$ cat src/hdl/phy_irq_pkg.sv
// Register map, field layout and timing constants of the PHY status block
`default_nettype none
package phy_irq_pkg;

	// Register indices; the byte address is four times the index
	localparam logic [5:0]  IDX_RX_POLARITY     = 6'h1b;
	localparam logic [5:0]  IDX_EVENT_CLEAR     = 6'h1c;
	localparam logic [5:0]  IDX_EVENT_STATUS    = 6'h1d;
	localparam logic [5:0]  IDX_EVENT_ENABLE    = 6'h1e;
	localparam logic [5:0]  IDX_SPECIAL         = 6'h1f;

	// Polarity register
	localparam int          POL_REVERSED_BIT    = 4;

	// Event status, enable and clear registers share this layout
	localparam int          EV_LO               = 1;
	localparam int          EV_HI               = 7;
	localparam int          EV_ENERGY           = 7;
	localparam int          EV_NEG_COMPLETE     = 6;
	localparam int          EV_REMOTE_FAULT     = 5;
	localparam int          EV_LINK_DOWN        = 4;
	localparam int          EV_PARTNER_ACK      = 3;
	localparam int          EV_PARALLEL_FAULT   = 2;
	localparam int          EV_PAGE_RECEIVED    = 1;
	localparam logic [15:0] EVENT_STATUS_RESET  = 16'h0000;
	localparam logic [15:0] EVENT_ENABLE_RESET  = 16'h0000;

	// Special control and status register
	localparam int          SP_RSVD_HI          = 15;
	localparam int          SP_RSVD_LO          = 13;
	localparam int          SP_NEG_DONE_BIT     = 12;
	localparam int          SP_MODE_HI          = 4;
	localparam int          SP_MODE_LO          = 2;
	localparam int          SP_RSVD1_BIT        = 1;
	localparam int          SP_SCR_DIS_BIT      = 0;
	localparam logic [15:0] SPECIAL_RESET       = 16'h0040;
	localparam logic [15:0] SPECIAL_WR_MASK     = 16'he003;

	// Resolved link mode codes
	localparam logic [2:0]  MODE_10_HALF        = 3'h1;
	localparam logic [2:0]  MODE_100_HALF       = 3'h2;
	localparam logic [2:0]  MODE_10_FULL        = 3'h5;
	localparam logic [2:0]  MODE_100_FULL       = 3'h6;

	// Line energy timeout
	localparam int          CLK_FREQ_HZ         = 100_000_000;
	localparam int          ENERGY_TIMEOUT_MS   = 256;
	localparam int          ENERGY_TIMEOUT_CYC  = ENERGY_TIMEOUT_MS * (CLK_FREQ_HZ / 1000);

	// Synchronised pin vector layout
	localparam int          PIN_POLARITY        = 0;
	localparam int          PIN_ENERGY          = 1;
	localparam int          PIN_NEG_DONE        = 2;
	localparam int          PIN_REMOTE_FAULT    = 3;
	localparam int          PIN_LINK_UP         = 4;
	localparam int          PIN_PARTNER_ACK     = 5;
	localparam int          PIN_PARALLEL_FAULT  = 6;
	localparam int          PIN_PAGE_RECEIVED   = 7;
	localparam int          PIN_MODE_LO         = 8;
	localparam int          PIN_MODE_HI         = 10;
	localparam int          PIN_COUNT           = 11;

endpackage
`default_nettype wire

$ cat src/hdl/event_flags_if.sv
// Set, clear and flag vectors between the register file and the event latch
`default_nettype none
interface event_flags_if;
	import phy_irq_pkg::*;

	logic [EV_HI:EV_LO] set;
	logic [EV_HI:EV_LO] clear;
	logic [EV_HI:EV_LO] flag;

	modport latch (input set, input clear, output flag);
	modport regs  (output set, output clear, input flag);
endinterface
`default_nettype wire

$ cat src/hdl/event_latch.sv
// Sticky event flags, one per source
`default_nettype none
module event_latch
	import phy_irq_pkg::*;
(
	// System
	input  wire logic          clk_i,
	input  wire logic          rst_i,
	// Event vectors
	event_flags_if.latch       ev
);

	genvar i;
	generate
		for (i = EV_LO; i <= EV_HI; i++) begin : g_flag
			// A new event in the clearing cycle survives the clear
			always_ff @(posedge clk_i) begin
				if (rst_i)
					ev.flag[i] <= EVENT_STATUS_RESET[i];
				else if (ev.set[i])
					ev.flag[i] <= 1'b1;
				else if (ev.clear[i])
					ev.flag[i] <= 1'b0;
			end
		end
	endgenerate

endmodule
`default_nettype wire

$ cat src/hdl/energy_monitor.sv
// Line energy indication with no-energy timeout
`default_nettype none
module energy_monitor
	import phy_irq_pkg::*;
#(
	parameter int TIMEOUT_CYCLES = ENERGY_TIMEOUT_CYC
)
(
	// System
	input  wire logic clk_i,
	input  wire logic rst_i,
	// Energy
	input  wire logic energy_present_i,
	output var  logic line_energy_indication_o
);

	localparam int CNT_W = $clog2(TIMEOUT_CYCLES + 1);

	// A zero timeout would leave the counter with nothing to count
	if (TIMEOUT_CYCLES < 1) begin : g_timeout_check
		$error("TIMEOUT_CYCLES must be at least one");
	end

	logic [CNT_W-1:0] quiet_count;
	wire  logic       expired = (quiet_count == CNT_W'(TIMEOUT_CYCLES - 1));

	always_ff @(posedge clk_i) begin
		if (rst_i)
			quiet_count <= '0;
		else if (energy_present_i || expired)
			quiet_count <= '0;
		else
			quiet_count <= quiet_count + CNT_W'(1);
	end

	// Set by reset, so a quiet line reads as energised until the timeout runs out
	always_ff @(posedge clk_i) begin
		if (rst_i)
			line_energy_indication_o <= 1'b1;
		else if (energy_present_i)
			line_energy_indication_o <= 1'b1;
		else if (expired)
			line_energy_indication_o <= 1'b0;
	end

endmodule
`default_nettype wire

$ cat src/hdl/phy_interrupt_status_control.sv
// PHY polarity, event, interrupt and special control registers on classic Wishbone
`default_nettype none

// Function
// - Status bit 4 shows receive pair reversed polarity.
// - Event bit 7 latches a change of line energy indication.
// - Event bit 6 latches completion of auto-negotiation.
// - Event bit 5 latches detection of a remote fault.
// - Event bit 4 latches the link status going down.
// - Event bit 3 latches an acknowledge from the partner.
// - Event bit 2 latches a parallel detection fault.
// - Event bit 1 latches a received negotiation page.
// - Enable bits 7..1 gate each event source onto the interrupt.
// - Special register bit 12 shows negotiation done.
// - Special bits 4:2 report resolved speed and duplex code.
// - Special bit 0 disables scrambling while set.
// - Energy indication clears after 256 ms quiet, sets at reset.
module phy_interrupt_status_control
	import phy_irq_pkg::*;
#(
	parameter int ADDR_W         = 8,
	parameter int TIMEOUT_CYCLES = ENERGY_TIMEOUT_CYC
)
(
	// System
	input  wire logic              clk_i,
	input  wire logic              rst_i,
	// Wishbone slave
	input  wire logic              cyc_i,
	input  wire logic              stb_i,
	input  wire logic              we_i,
	input  wire logic [ADDR_W-1:0] adr_i,
	input  wire logic [3:0]        sel_i,
	input  wire logic [31:0]       dat_i,
	output var  logic [31:0]       dat_o,
	output var  logic              ack_o,
	// Physical layer indications
	input  wire logic              rx_polarity_reversed_i,
	input  wire logic              line_energy_present_i,
	input  wire logic              negotiation_done_i,
	input  wire logic              remote_fault_i,
	input  wire logic              link_status_i,
	input  wire logic              partner_ack_i,
	input  wire logic              parallel_detect_fault_i,
	input  wire logic              page_received_i,
	input  wire logic [2:0]        link_mode_i,
	// Control and interrupt
	output var  logic              scrambler_disable_o,
	output var  logic              line_energy_indication_o,
	output var  logic              irq_o
);

	// Elaboration checks; the decode needs the full register index in adr_i[7:2]
	if (ADDR_W < 8) begin : g_addr_check
		$error("ADDR_W must be at least 8");
	end
	if (TIMEOUT_CYCLES < 1) begin : g_timeout_check
		$error("TIMEOUT_CYCLES must be at least one");
	end

	// Pin synchronisers; stage one feeds only stage two
	wire  logic [PIN_COUNT-1:0] pins_raw = {
		link_mode_i,
		page_received_i,
		parallel_detect_fault_i,
		partner_ack_i,
		link_status_i,
		remote_fault_i,
		negotiation_done_i,
		line_energy_present_i,
		rx_polarity_reversed_i
	};
	logic [PIN_COUNT-1:0]       pins_meta;
	logic [PIN_COUNT-1:0]       pins;
	logic [PIN_COUNT-1:0]       pins_prev;

	genvar p;
	generate
		for (p = 0; p < PIN_COUNT; p++) begin : g_sync
			always_ff @(posedge clk_i) begin
				if (rst_i) begin
					pins_meta[p] <= 1'b0;
					pins[p]      <= 1'b0;
				end else begin
					pins_meta[p] <= pins_raw[p];
					pins[p]      <= pins_meta[p];
				end
			end
		end
	endgenerate

	// Previous values start equal to the idle levels so reset makes no edge
	always_ff @(posedge clk_i) begin
		if (rst_i)
			pins_prev <= '0;
		else
			pins_prev <= pins;
	end

	wire logic [PIN_COUNT-1:0] pins_rise = pins & ~pins_prev;
	wire logic [PIN_COUNT-1:0] pins_fall = ~pins & pins_prev;

	// Line energy indication
	logic energy_ind;
	logic energy_ind_prev;

	energy_monitor #(
		.TIMEOUT_CYCLES (TIMEOUT_CYCLES)
	) u_energy (
		.clk_i                    (clk_i),
		.rst_i                    (rst_i),
		.energy_present_i         (pins[PIN_ENERGY]),
		.line_energy_indication_o (energy_ind)
	);

	always_ff @(posedge clk_i) begin
		if (rst_i)
			energy_ind_prev <= 1'b1;
		else
			energy_ind_prev <= energy_ind;
	end

	// Both directions count as a change of the indication
	wire logic energy_changed = energy_ind ^ energy_ind_prev;

	// Event sources and sticky flags
	event_flags_if ev ();

	assign ev.set[EV_ENERGY]         = energy_changed;
	assign ev.set[EV_NEG_COMPLETE]   = pins_rise[PIN_NEG_DONE];
	assign ev.set[EV_REMOTE_FAULT]   = pins_rise[PIN_REMOTE_FAULT];
	assign ev.set[EV_LINK_DOWN]      = pins_fall[PIN_LINK_UP];
	assign ev.set[EV_PARTNER_ACK]    = pins_rise[PIN_PARTNER_ACK];
	assign ev.set[EV_PARALLEL_FAULT] = pins_rise[PIN_PARALLEL_FAULT];
	assign ev.set[EV_PAGE_RECEIVED]  = pins_rise[PIN_PAGE_RECEIVED];

	event_latch u_latch (
		.clk_i (clk_i),
		.rst_i (rst_i),
		.ev    (ev.latch)
	);

	// Wishbone decode; one access per request, taken in the cycle before ack
	wire logic       access  = cyc_i & stb_i & ~ack_o;
	wire logic [5:0] index   = adr_i[7:2];
	wire logic       upper_ok = (ADDR_W == 8) ? 1'b1 : ~|(adr_i >> 8);
	wire logic       hit_pol  = upper_ok & (index == IDX_RX_POLARITY);
	wire logic       hit_clr  = upper_ok & (index == IDX_EVENT_CLEAR);
	wire logic       hit_sts  = upper_ok & (index == IDX_EVENT_STATUS);
	wire logic       hit_ena  = upper_ok & (index == IDX_EVENT_ENABLE);
	wire logic       hit_spc  = upper_ok & (index == IDX_SPECIAL);
	wire logic       wr      = access & we_i;
	wire logic       wr_ena  = wr & hit_ena;
	wire logic       wr_clr  = wr & hit_clr;
	wire logic       wr_spc  = wr & hit_spc;
	wire logic       rd_req  = access & ~we_i;
	wire logic [15:0] lane_mask = {{8{sel_i[1]}}, {8{sel_i[0]}}};

	// Enable register
	logic [15:0] event_enable;
	wire  logic [15:0] ena_bits = 16'((1 << (EV_HI + 1)) - (1 << EV_LO));
	wire  logic [15:0] ena_wmask = lane_mask & ena_bits;
	wire  logic [15:0] next_enable = (event_enable & ~ena_wmask) | (dat_i[15:0] & ena_wmask);

	always_ff @(posedge clk_i) begin
		if (rst_i)
			event_enable <= EVENT_ENABLE_RESET;
		else if (wr_ena)
			event_enable <= next_enable;
	end

	// Writing ones to the clear register drops those flags
	assign ev.clear = wr_clr ? (dat_i[EV_HI:EV_LO] & lane_mask[EV_HI:EV_LO])
		: '0;

	// Special control: reserved writable bits are stored as written
	logic [15:0] special_ctrl;
	wire  logic [15:0] spc_wmask = lane_mask & SPECIAL_WR_MASK;
	wire  logic [15:0] next_special = (special_ctrl & ~spc_wmask) | (dat_i[15:0] & spc_wmask);

	always_ff @(posedge clk_i) begin
		if (rst_i)
			special_ctrl <= SPECIAL_RESET & SPECIAL_WR_MASK;
		else if (wr_spc)
			special_ctrl <= next_special;
	end

	// The mode code crosses as three separate bits; only a code that stood
	// still for two samples is shown, so a read never sees a mixed code
	wire  logic [2:0] mode_sync   = pins[PIN_MODE_HI:PIN_MODE_LO];
	wire  logic [2:0] mode_last   = pins_prev[PIN_MODE_HI:PIN_MODE_LO];
	wire  logic       mode_steady = (mode_sync == mode_last);
	logic [2:0]       mode_held;

	always_ff @(posedge clk_i) begin
		if (rst_i)
			mode_held <= 3'h0;
		else if (mode_steady)
			mode_held <= mode_sync;
	end

	// Read views
	wire logic [15:0] pol_view = 16'(pins[PIN_POLARITY]) << POL_REVERSED_BIT;
	wire logic [15:0] sts_view = {8'h00, ev.flag, 1'b0};
	wire logic [15:0] ena_view = event_enable;
	wire logic [15:0] spc_view = (special_ctrl & SPECIAL_WR_MASK)
		| (16'(pins[PIN_NEG_DONE]) << SP_NEG_DONE_BIT)
		| (16'(mode_held) << SP_MODE_LO);

	wire logic [15:0] read_word = hit_pol ? pol_view
		: hit_sts ? sts_view
		: hit_ena ? ena_view
		: hit_spc ? spc_view
		: 16'h0000;

	// Ack one cycle after the request; unmapped reads give zero
	always_ff @(posedge clk_i) begin
		if (rst_i)
			ack_o <= 1'b0;
		else
			ack_o <= access;
	end

	always_ff @(posedge clk_i) begin
		if (rst_i)
			dat_o <= 32'h0000_0000;
		else if (rd_req)
			dat_o <= {16'h0000, read_word};
	end

	// Interrupt and control outputs
	wire logic [EV_HI:EV_LO] pending  = ev.flag & event_enable[EV_HI:EV_LO];
	wire logic               irq_next = |pending;

	always_ff @(posedge clk_i) begin
		if (rst_i)
			irq_o <= 1'b0;
		else
			irq_o <= irq_next;
	end

	always_ff @(posedge clk_i) begin
		if (rst_i)
			scrambler_disable_o <= 1'b0;
		else
			scrambler_disable_o <= special_ctrl[SP_SCR_DIS_BIT];
	end

	// One cycle behind the monitor; reset sets it just as the monitor does
	always_ff @(posedge clk_i) begin
		if (rst_i)
			line_energy_indication_o <= 1'b1;
		else
			line_energy_indication_o <= energy_ind;
	end

endmodule
`default_nettype wire

$ cat config.mk
export PLATFORM = sky130hd
export DESIGN_NAME = phy_interrupt_status_control
export DESIGN_NICKNAME = d
export VERILOG_FILES = /design/src/hdl/phy_irq_pkg.sv /design/src/hdl/event_flags_if.sv /design/src/hdl/event_latch.sv /design/src/hdl/energy_monitor.sv /design/src/hdl/phy_interrupt_status_control.sv
export SDC_FILE = /design/constraint.sdc
export NUM_CORES = 1
export LEC_CHECK = 0
export BUFFER_PORTS_ARGS = -buffer_cell sky130_fd_sc_hd__buf_2
export CAP_MARGIN = 10
export CORE_MARGIN = 2
export CORE_UTILIZATION = 45
export CTS_CLUSTER_SIZE = 25
export DETAILED_ROUTE_END_ITERATION = 16
export PLACE_DENSITY = 0.69
export SLEW_MARGIN = 10
export SYNTH_ARGS = -nofsm -noshare
export SYNTH_HDL_FRONTEND = slang
export SYNTH_HIERARCHICAL = 1
export SYNTH_SLANG_ARGS = --single-unit
$ cat constraint.sdc
create_clock -name clk_i -period 3.5 [get_ports clk_i]
set_input_delay 0.7 -clock clk_i [delete_from_list [all_inputs] [get_ports clk_i]]
set_output_delay 0.7 -clock clk_i [all_outputs]
set_load 0.005 [all_outputs]
# Word level (Yosys, flattened, before mapping)
# Cells that the tools add are included.
# totals
regBits	121
out_inout_bits	36
elab_cells	104
# op_classes
add_sub_neg	1
n_eq_ne	7
n_mux	19
n_bitwise	26
reduce_logical	11
# op_table
cell	count
16-bit 2-to-1 mux	4
16-bit AND	3
16-bit OR	2
6-bit by 5-bit == test with 1-bit output (second input constant)	5
25-bit by 1-bit adder with 25-bit output (second input constant)	1
25-bit == test (second input constant)	1
16-bit by 8-bit AND with 16-bit output	1
16-bit inverter	1
8-bit inverter with 16-bit output	1
16-bit by 13-bit OR with 16-bit output	1
16-bit by 5-bit OR with 16-bit output	1
7-bit AND	2
1-bit 2-to-1 mux	14
2-bit nonzero test	7
8-bit AND	1
8-bit inverter	1
1-bit AND	7
7-bit 2-to-1 mux	1
7-bit OR reduction	1
5-bit AND	1
5-bit inverter	1
2-bit OR reduction	2
3-bit == test	1
1-bit inverter	2
other kinds (2)	2

# Longest topological paths before layout
# depth
word_depth	7
ltp_mapped	6
depth_no_buf	6

# By module
# The synthesis kept the hierarchy.
# modules_own_cells
module	instances	cells_per_inst	area_per_inst_um2
phy_interrupt_status_control	1	248	2473.6
energy_monitor	1	143	1287.5
event_latch	1	28	297.8

# Least setup slack after synthesis
# No wires, ideal clock.
# synth_timing
path_type	register to register
from	reg u_energy.quiet_count[0]
to	reg u_energy.quiet_count[24]
arrival_ps	1655
required_ps	3409
slack_ps	1754
stages_incl_launch_ff	7
path_buffers	1
cell_sequence	dfxtp_1 ha_1 nand3_4 or2_4 buf_6 o41a_1 a311oi_1
# synth_between
elab_chain_len	3
# synth_rtl
item	line_no	source
from (decl)	energy_monitor.sv:24	logic [CNT_W-1:0] quiet_count;
from (signal assigned)	energy_monitor.sv:33	quiet_count <= quiet_count + CNT_W'(1);
parallel branches: the longest is 3 deep, another holds 25-bit by 1-bit adder with 25-bit output	-	
# Parallel ways; which one is timed is not known.
# A chain may end at the register's enable or synchronous reset.

# Worst setup path in the final report
# layout_timing
from	reg u_energy.quiet_count[21]
to	reg u_energy.quiet_count[3]
# layout_between
elab_chain_len	3
# layout_rtl
item	line_no	source
25-bit == test	energy_monitor.sv:25	wire logic expired = (quiet_count == CNT_W'(TIMEOUT_CYCLES - 1));
1-bit logical OR	energy_monitor.sv:30	else if (energy_present_i || expired)
2-bit OR reduction (no source line)	-	
# Every way passes these cells.

==> flow_metrics.py <==
metrics = {
    "synth": {
        "postSynthAreaPerCell_um2": 9.69,
        "synthArstFlopShare": 0,
        "synth-seq-cells": 95,
        "ys_seq_area_frac": 0.469,
        "yosysMostFrequentCell": "dfxtp_1",
        "yosysTopAreaCell": "dfxtp_1",
        "synth.top_cell.area_share": 0.469,
        "synthXorXnorAreaFrac": 0.0324,
        "synth-compound-area-share": 0.0962,
        "synth_flop_cell": "dfxtp_1",
        "synthMuxAreaShare": 0.0370,
        "yosys.area_share.simple": 0.284,
        "yosysUniqueCellTypes": 60,
        "synthTopCellsByCount": "dfxtp_1 (95), nor2b_1 (39), nor2_1 (33)",
        "synth.area.top_cells": "dfxtp_1 (47%), nor2b_1 (6.0%), buf_4 (3.7%)",
        "synth_top_family_by_area": "simple AND/OR/NAND/NOR gates",
        "yosysWarnings": 6,
        "synth_edf_count": 0,
        "synth_adder_area_share": 0.00308,
        "netlist_instances": 419,
        "syn_area_um2": 4060,
    },
    "critical_path": {
        "critPathKind": "reg2reg",
        "cp.required_ns": 3.73,
        "arrival_ns": 2.21,
        "worstPathMaxFanout": 23,
        "cp-start-kind": "register",
        "endpoint_kind": "register",
    },
    "drt": {
        "dr.pass1.iters": 4,
        "vias_per_cell": 5.12,
        "drt-initial-drc-count": 98,
        "drt-total-wl_um": 7360,
        "vias": 2950,
        "detail-route-antenna-nets": 0,
        "wire_per_inst_um": 12.8,
        "drc": 0,
    },
    "global_route": {
        "antenna_found_initial": 0,
        "grt_first_pass_wirelength_um": 12500,
        "grt_pass1_vias": 2745,
        "grt-ovfl-total": 0,
        "grt_start_max_net_pins": 50,
        "grt.total_usage": 0.155,
    },
    "die": {
        "row_count": 34,
        "die_y_um": 99.0,
        "ioPinCount": 96,
        "fp.dieArea_um2": 9800,
        "initial_core_util": 0.465,
        "die_w_um": 99.0,
        "coreArea_um2": 8720,
    },
    "power_and_ir_drop": {
        "p_clk_frac": 0.373,
        "seqPwrFrac": 0.575,
        "pwr-share-comb": 0.051,
        "intPower_uw": 1480,
        "power_leakage_uw": 0.00170,
        "switching_share": 0.234,
        "power.total_uw": 1940,
        "p_per_area_nw_per_um2": 434,
        "p_sw_uw": 455,
        "ir_worst_vdd_mv": 0.201,
    },
    "clock_network": {
        "numCtsBuffers": 9,
        "cts_setup_buffers": 0,
        "root_buffer": "clkbuf_8",
        "cts_max_level": 3,
        "clock-sinks": 95,
        "cts_tree": "yes",
        "ctsHoldBuffers": 0,
        "post_cts_resized": 0,
        "clkLatencyLatePin_ns": 0.36,
        "clk_path_buf_depth": 2,
        "clk_pin_slew_ns": 0.09,
    },
    "flow_run": {
        "maxCapViolCount": 0,
    },
    "layout": {
        "area_delta_synth_final_pct": 9.99,
        "multiInputGateArea_um2": 1910,
        "drive_above_1_share": 0.192,
        "layout.cells.non_filler": 576,
        "diodes": 0,
        "seqCellArea_um2": 1900,
        "nets": 524,
        "fill_cells": 793,
        "fin_util": 0.512,
    },
    "timing": {
        "hold_viol": 0,
        "setup-tns-final_ns": 0,
        "post-route-min-period_ns": 1.97,
        "whs_ns": 0.442,
        "period_share": 0.563,
        "slew_viol_final": 0,
        "rsz0062_at_grt": "false",
        "skew_ns": 0.0121,
        "fmax_mhz": 507,
        "setup_viol": 0,
    },
    "hold_path": {
        "hold_path_class": "reg2reg",
    },
    "placed_design": {
        "numPortBuffers": 50,
        "dp_cells": 560,
        "gp_congestion": 0.786,
        "detailed_place_hpwl_um": 5150,
    },
    "run_status": {
        "status": "finished clean",
    },
}
==> path summary, 6_finish.rpt <==
check | from | end | slack, ns | cells past startpoint
worst min-delay path | pins_meta[8] | mode_sync[0] | 0.44 | 1
worst min register to register | pins_meta[8] | mode_sync[0] | 0.44 | 1
worst max register to register | u_energy/quiet_count[21] | u_energy/quiet_count[3] | 1.53 | 4
worst max-delay path | u_energy/quiet_count[21] | u_energy/quiet_count[3] | 1.53 | 4
==> layout by cell type (no fill, tap or decap), types with 3 or more instances in the layout <==
cell and instances:
a21oi_1 24, a22o_1 3, a22oi_1 6, and2_1 12, buf_2 50, clkbuf_8 9, conb_1 20, dfxtp_1 95
inv_1 12, mux2i_1 15, nand2_1 20, nand2b_4 7, nand3_1 14, nand3b_1 6, nand4_1 8, nand4b_1 3
nor2_1 33, nor2b_1 39, nor3_1 3, o21ai_0 6, o221ai_1 3, o31ai_1 8, or3_1 3, or4_1 9
xnor2_1 7, xor2_1 8
==> per-layer routing <==
metal  GRT usage  part of all wire  up-vias
met3      0.0411             0.059        9
li1            -                 -     1505
met5           0                 0        -
met4      0.0569             0.013        0
met2       0.247              0.45       72
met1       0.201              0.48     1364
==> critical path, cell delays in order (launching register included) <==
cell,delay [ns]
dfxtp_1,0.35
or4b_1,0.59
nor4_2,0.34
a21o_2,0.46
nor2_1,0.11
==> cell type report <==
| type | instances | area share |
|---|---|---|
| multi-input cells | 293 | 0.429 |
| clock inverters | 7 | 0.0179 |
| flip-flops and latches | 95 | 0.426 |
| repair buffers | 52 | 0.0594 |
| well taps | 108 | 0.0303 |
| clock buffers | 9 | 0.0277 |
| inverters | 12 | 0.0101 |
==> cells by family after synthesis <==
logic type,count (synthesis)
other,1
AO/OA/AOI/OAI,60
XOR/XNOR,15
buffers and inverters,50
AND/OR/NAND/NOR,182
adder cells (fa/ha/maj),1
multiplexers,15
flip-flops,95
==> stage by stage <==
stage	instance area, um2	worst slack (ns)
2_1_floorplan	4130	1.75
3_3_place_gp	4260	1.38
3_5_place_dp	4260	1.29
4_1_cts	4460	1.52
5_1_grt	4460	1.38
6_report	4460	1.53
==> power by group through the flow <==
stage / Sequential (uW) / Combinational [uW] / Clock (uW)
after global routing: 1120 / 114 / 790
after floorplan: 1140 / 86.1 / 0
final: 1120 / 99.8 / 724
after detailed placement: 1140 / 100 / 0
after global placement: 1140 / 98.4 / 0
after CTS: 1120 / 101 / 750
Power figures use the tool's default switching activity.
